File: src/logic/dma_chain_defines.vh
`ifndef DMA_CHAIN_DEFINES_VH
`define DMA_CHAIN_DEFINES_VH
// configuration word layout
`define CFG_WIDTH 16
`define CFG_DIR_BIT 1
`define CFG_IRQ_EN_BIT 3
`define CFG_SYNC_BIT 5
`define CFG_RESET 16'h0000
// handshake modes
`define HS_MODE_SINGLE 1'b0
`define HS_MODE_BLOCK 1'b1
`endif

File: src/logic/dma_chain_handshake_control.v
// Behaviour
// memory space of a work unit comes only from its start address.
// receive chains may change memory space freely, whatever the sync bit.
// transmit unit may change space only if predecessor had sync set.
// write side of memory copy unit follows receive rules.
// controller sets sync bit before read-side space change.
// channel accepts request, urgent request, restart and finish commands.
// urgent request flags need for prompt service.
// restart reloads working address and count from unit start values.
// finish ends unit early, optional interrupt, then starts next unit.
// without handshaking memory copy units run freely.
// two edge-sensitive request inputs, one per memory copy unit.
// with handshaking, requests pass only as edges permit.
// handshake mode: one edge per transfer or one edge per block.
// sync control sits in bit 5 of configuration.
// transmit sync holds unit interrupt until fifo drained.
// peripheral strobes at most one command per cycle.
`include "dma_chain_defines.vh"
module dma_chain_handshake_control #(
  parameter AW = 32,
  parameter CW = 16,
  parameter SPACE_HI = 31,
  parameter SPACE_LO = 28
) (
  // system
  input wire clk_sys,
  input wire sys_rst,
  // descriptor load for the peripheral channel
  input wire desc_valid,
  output wire desc_ready,
  input wire [AW-1:0] desc_start,
  input wire [CW-1:0] desc_count,
  input wire [`CFG_WIDTH-1:0] desc_cfg,
  // peripheral commands, single-cycle strobes
  input wire cmd_request,
  input wire cmd_urgent,
  input wire cmd_restart,
  input wire cmd_finish,
  // memory side of the peripheral channel
  output reg mem_xfer,
  output reg mem_urgent,
  output reg [AW-1:0] mem_addr,
  output reg space_fault,
  input wire fifo_empty,
  // channel status
  output reg unit_done_irq,
  output reg busy,
  output reg [CW-1:0] words_left,
  // memory copy units
  input wire hs_enable_0,
  input wire hs_enable_1,
  input wire hs_mode_0,
  input wire hs_mode_1,
  input wire ext_mdma_request_0,
  input wire ext_mdma_request_1,
  input wire [1:0] copy_req,
  input wire [1:0] copy_block_end,
  output wire [1:0] copy_grant
);

  // channel states; binary codes keep the state register at two bits
  localparam [1:0] ST_IDLE = 2'h0;
  localparam [1:0] ST_RUN = 2'h1;
  localparam [1:0] ST_DRAIN = 2'h2;
  localparam [1:0] ST_NEXT = 2'h3;

  reg [1:0] state_reg;
  reg [1:0] state_next;
  reg [AW-1:0] start_reg;
  reg [AW-1:0] addr_reg;
  reg [CW-1:0] count_start_reg;
  reg [CW-1:0] count_reg;
  reg [`CFG_WIDTH-1:0] cfg_reg;
  reg prev_sync_reg;
  reg [SPACE_HI-SPACE_LO:0] prev_space_reg;
  reg have_prev_reg;
  wire is_tx;
  wire space_change;
  wire space_ok;
  wire [SPACE_HI-SPACE_LO:0] new_space;
  wire xfer;
  wire last;

  assign desc_ready = (state_reg == ST_IDLE) || (state_reg == ST_NEXT);
  assign new_space = desc_start[SPACE_HI:SPACE_LO];
  assign is_tx = desc_cfg[`CFG_DIR_BIT] == 1'b0;
  assign space_change = have_prev_reg && (new_space != prev_space_reg);
  // receive side ignores space change; transmit needs sync on the predecessor
  assign space_ok = !space_change || !is_tx || prev_sync_reg;
  assign xfer = (state_reg == ST_RUN) && (cmd_request || cmd_urgent);
  assign last = xfer && (count_reg == {{(CW-1){1'b0}}, 1'b1});

  always @* begin
    state_next = state_reg;
    case (state_reg)
      ST_IDLE, ST_NEXT: begin
        if (desc_valid && space_ok) begin
          state_next = ST_RUN;
        end
      end
      ST_RUN: begin
        if (cmd_finish || last) begin
          if (cfg_reg[`CFG_DIR_BIT] == 1'b0 && cfg_reg[`CFG_SYNC_BIT]) begin
            state_next = ST_DRAIN;
          end else begin
            state_next = ST_NEXT;
          end
        end
      end
      // transmit with sync waits here so the irq lines up with the peripheral side of the fifo
      ST_DRAIN: begin
        if (fifo_empty) begin
          state_next = ST_NEXT;
        end
      end
      default: state_next = ST_IDLE;
    endcase
  end

  always @(posedge clk_sys) begin
    if (sys_rst) begin
      state_reg <= ST_IDLE;
      start_reg <= {AW{1'b0}};
      addr_reg <= {AW{1'b0}};
      count_start_reg <= {CW{1'b0}};
      count_reg <= {CW{1'b0}};
      cfg_reg <= `CFG_RESET;
      prev_sync_reg <= 1'b0;
      prev_space_reg <= {(SPACE_HI-SPACE_LO+1){1'b0}};
      have_prev_reg <= 1'b0;
      mem_xfer <= 1'b0;
      mem_urgent <= 1'b0;
      mem_addr <= {AW{1'b0}};
      space_fault <= 1'b0;
      unit_done_irq <= 1'b0;
      busy <= 1'b0;
      words_left <= {CW{1'b0}};
    end else begin
      state_reg <= state_next;
      mem_xfer <= xfer;
      mem_urgent <= xfer && cmd_urgent;
      unit_done_irq <= 1'b0;
      // a refused descriptor stays offered; the controller has to withdraw or change it
      space_fault <= desc_valid && desc_ready && !space_ok;
      if (desc_valid && desc_ready && space_ok) begin
        start_reg <= desc_start;
        addr_reg <= desc_start;
        count_start_reg <= desc_count;
        count_reg <= desc_count;
        cfg_reg <= desc_cfg;
        prev_space_reg <= new_space;
        have_prev_reg <= 1'b1;
        prev_sync_reg <= desc_cfg[`CFG_SYNC_BIT];
      // restart rewinds only the working copy, the unit's start values stay
      end else if (state_reg == ST_RUN && cmd_restart) begin
        addr_reg <= start_reg;
        count_reg <= count_start_reg;
      end else if (xfer) begin
        mem_addr <= addr_reg;
        addr_reg <= addr_reg + {{(AW-1){1'b0}}, 1'b1};
        count_reg <= count_reg - {{(CW-1){1'b0}}, 1'b1};
      end
      if ((state_reg == ST_RUN || state_reg == ST_DRAIN) && state_next == ST_NEXT) begin
        unit_done_irq <= cfg_reg[`CFG_IRQ_EN_BIT];
      end
      // busy follows the next state so it rises with the accepting edge
      busy <= state_next != ST_IDLE && state_next != ST_NEXT;
      // status copy only, one cycle behind the working count
      words_left <= count_reg;
    end
  end

  // handshake gates; the copy units' write side needs no space check
  wire [1:0] ext_req;
  wire [1:0] hs_en;
  wire [1:0] hs_mode;
  assign ext_req = {ext_mdma_request_1, ext_mdma_request_0};
  assign hs_en = {hs_enable_1, hs_enable_0};
  assign hs_mode = {hs_mode_1, hs_mode_0};

  // one gate per memory copy unit; each sees only its own request pin
  genvar g;
  generate
    for (g = 0; g < 2; g = g + 1) begin : gate
      reg ext_d_reg;
      reg [7:0] credit_reg;
      reg block_open_reg;
      wire edge_seen;
      wire pass;
      assign edge_seen = ext_req[g] && !ext_d_reg; // rising edge only
      // credits count edges so bursts of edges are not lost while a transfer waits
      assign pass = hs_mode[g] == `HS_MODE_BLOCK ? block_open_reg : (credit_reg != 8'h00);
      assign copy_grant[g] = copy_req[g] && (!hs_en[g] || pass);
      always @(posedge clk_sys) begin
        if (sys_rst) begin
          ext_d_reg <= 1'b0;
          credit_reg <= 8'h00;
          block_open_reg <= 1'b0;
        end else begin
          ext_d_reg <= ext_req[g];
          if (!hs_en[g]) begin
            credit_reg <= 8'h00;
            block_open_reg <= 1'b0;
          end else if (hs_mode[g] == `HS_MODE_SINGLE) begin
            // credits saturate at 255; edges beyond that are lost
            if (edge_seen && !copy_grant[g] && credit_reg != 8'hff) begin
              credit_reg <= credit_reg + 8'h01;
            end else if (!edge_seen && copy_grant[g]) begin
              credit_reg <= credit_reg - 8'h01;
            end
          end else begin
            if (edge_seen) begin
              block_open_reg <= 1'b1;
            end else if (copy_grant[g] && copy_block_end[g]) begin
              block_open_reg <= 1'b0;
            end
          end
        end
      end
    end
  endgenerate

endmodule // dma_chain_handshake_control

File: config.mk
export PLATFORM = sky130hd
export DESIGN_NAME = dma_chain_handshake_control
export DESIGN_NICKNAME = d
export VERILOG_FILES = /design/src/logic/dma_chain_handshake_control.v
export VERILOG_INCLUDE_DIRS = /design/src /design/src/logic
export SDC_FILE = /design/constraint.sdc
export NUM_CORES = 1
export LEC_CHECK = 0
export BUFFER_PORTS_ARGS = -buffer_cell sky130_fd_sc_hd__buf_2
export CELL_PAD_IN_SITES_DETAIL_PLACEMENT = 1
export CELL_PAD_IN_SITES_GLOBAL_PLACEMENT = 1
export CORE_ASPECT_RATIO = 0.7
export CORE_MARGIN = 1
export CORE_UTILIZATION = 45
export CTS_CLUSTER_DIAMETER = 60
export CTS_CLUSTER_SIZE = 8
export DETAILED_ROUTE_END_ITERATION = 16
export MAX_ROUTING_LAYER = met4
export PLACE_DENSITY = 0.95
export SYNTH_ARGS = -nofsm -noshare
export SYNTH_HDL_FRONTEND = slang
export SYNTH_SLANG_ARGS = --single-unit
File: constraint.sdc
create_clock -name clk_sys -period 7.4 [get_ports clk_sys]
set_input_delay 1.11 -clock clk_sys [delete_from_list [all_inputs] [get_ports clk_sys]]
set_output_delay 1.11 -clock clk_sys [all_outputs]
set_load 0.01 [all_outputs]
==> run summary <==
status: completed
RSZ-0062 raised after global routing: no
reg-to-reg critical path startpoint: gate[0].credit_reg[3]
mean post-synth cell area: 7.98 µm²
slowest library cell on the worst path: or3_1
clk sink count: 175
Worst-path clk slew: 0.07 ns
worst relative slew slack: 0.248
syn nets: 1135
# rows: 40
#FFs+latches synth: 175
Layout Utilization: 0.546
setup violators final: 0
pre-CTS setup slack: 3.11 ns
Vias: 7832
FFs w/ async S/R, synth: 0
Power, Total: 3.80 mW
critical-path cell list: buf_2, xor2_1, o41ai_1, buf_4, nor2b_4, buf_4, or3_1, nand2_1, a21oi_1
Starting Density: 0.470
Crit path arrival time: 4.22 ns
Post-synth EDFFs: 0
Max Slew Vio Count: 0
WS Path Type: in -> reg
Lkg Pwr: 3.88 nW
worst skew pair latency: 0.44 ns
biggest cell delay along the critical path: 0.97 ns
CP endpoint kind: register
count of final hold-check violations: 0
Final HPWL DP: 15800 µm
GRT overflow: 0
ratio of cells with drive above 1 in the final layout: 0.161
Adder-Cell Fraction of Synth Area: 0.0322
TritonCTS buffer count: 17
post-layout minimum cycle time: 3.85 ns
crit path max fanout: 72
routed len/inst: 18.2 µm
worst hold path class: reg -> reg
synth unique cells: 53
vias in the first global route: 7741
Clock Path Buffers: 2
total negative slack: 0 ns
post-route ant nets: 0
Area growth syn-to-layout: 16.1%
Remaining DRCs: 0
IO Port Bufs: 124
Die ar.: 18900 µm²
crit path launch type: input port
XOR/XNOR Fraction of Synth Area: 0.0563
Boundary Pins: 138
Top delay family on crit path: simple AND/OR/NAND/NOR gates
antenna violations before repair: 2
largest net degree at the start of global routing: 88
nets: 1217
setup bufs post-CTS: 0
largest family of logic cells by synthesized area: simple AND/OR/NAND/NOR gates
gr usage total: 0.278
crit path launch: desc_start[30]
yosys warns: 0
Horiz. Die Dim: 164 µm
CTS tree: yes
CTS resizes: 0
vias per inst: 5.76
worst clock skew: 0.0195 ns
Core ar.: 17500 µm²
total wire length: 24800 µm
DRT Pass-1 Iters: 5
Most used DFF post-synth: dfxtp_1
die span in y: 115 µm
hold path startpoint: cfg_reg[3]
VDD IR max: 283 µV
CTS hold repair buffers: 0
global-route wire length before repair: 39900 µm
pwr dens: 398 nW/µm²
Post-Syn Instances: 1033
clock root buffer master: clkbuf_16
Final WS setup: 3.55 ns
CP required: 7.76 ns
Max-Cap Viols: 0
Max Clk Rate: 0.260 GHz
final worst-path cycle share: 0.521
cell area after synthesis: 8240 µm²
RePlAce Congestion: 0.859
# H-tree levels: 4
Tightest Pin Transition: 1.13 ns
Iter 0 DRT Violations: 588
hold slack final: 0.451 ns
crit-path most repeated cell: buf_4
post-synthesis mux area share: 0.0185
register area share after synthesis: 0.425
Simple-Gate Fraction of Synth Area: 0.245
area fraction in compound gates after synthesis: 0.180
WP buf/inv: 3
==> power breakdown <==
part / internal [mW] / leakage [nW] / switching (mW)
combinational: 0.539 / 2.15 / 0.894
clock: 0.527 / 0.297 / 0.402
sequential: 1.17 / 1.43 / 0.268
==> path summary, 6_finish.rpt <==
| kind | end | slack [ns] | cells past startpoint |
|---|---|---|---|
| max reg2reg | gate[0].credit_reg[7] | 3.66 | 10 |
| max | mem_addr[7] | 3.55 | 9 |
| min reg2reg | unit_done_irq | 0.45 | 2 |
| min | unit_done_irq | 0.45 | 2 |
==> cells by family after synthesis <==
family,Yosys count
AO/OA/AOI/OAI,228
XOR/XNOR,53
multiplexers,15
adder cells (fa/ha/maj),20
AND/OR/NAND/NOR,455
buffers and inverters,87
flip-flops,175
==> metal layers <==
metal,vias to the layer above,global-route usage,share of wire
met4,0,0.110,0.023
met3,48,0.0501,0.044
li1,3769,-,-
met2,195,0.437,0.47
met5,-,-,0
met1,3820,0.353,0.47
==> worst reg2reg max path, cell delays in order (launching register included) <==
cell and delay [ns]:
dfxtp_1 0.36, or4_1 0.57, o311a_1 0.41, or3_4 0.47, ha_1 0.38, nand2_1 0.13
o211ai_1 0.13, o41ai_1 0.37, mux2_2 0.39, or3_1 0.31, a21oi_1 0.14
==> cells in the final DEF, fill, tap and decap left out, types with 6 or more instances in the layout <==
cell type  synthesis  layout
nand2_1          223     221
dfxtp_1          175     175
buf_2             11     123
nor2_1           106     106
a21oi_1          104     104
a311oi_1          39      39
o211ai_1          29      29
xor2_1            27      27
xnor2_1           26      26
nand3_1           26      25
o21ai_0           21      21
nor2b_1           20      19
ha_1              18      18
inv_1             17      17
nand4_1           17      17
clkbuf_16          0      17
nor3_1            16      15
mux2i_1           13      13
or3_1             10      10
buf_4              0      10
or4_1              7       7
nor4_1             6       6
a211o_1            6       6
==> synth_stat cells, types with 18 or more instances <==
cell      instances  share of area
ha_1             18          0.027
nand2_1         223           0.10
dfxtp_1         175           0.43
o211ai_1         29          0.026
nand3_1          26          0.016
xnor2_1          26          0.028
nor2_1          106          0.048
nor2b_1          20          0.015
a21oi_1         104          0.063
clkbuf_1         55          0.025
o21ai_0          21          0.013
xor2_1           27          0.029
a311oi_1         39          0.041
==> through the flow <==
step	cell area, µm²	instances
5_1_grt	9570	1360
3_5_place_dp	8970	1327
4_1_cts	9560	1358
3_3_place_gp	8970	1327
2_1_floorplan	8240	1033
6_report	9570	1360
==> cell type report <==
type                    count  area (µm²)
flip-flops and latches    175        3500
inverters                  17        63.8
well taps                 231         289
multi-input cells         771        4420
repair buffers            133         691
diodes                      2        5.00
fillers                  2172        7950
clock inverters            11         131
clock buffers              20         467
Power figures use the tool's default switching activity.
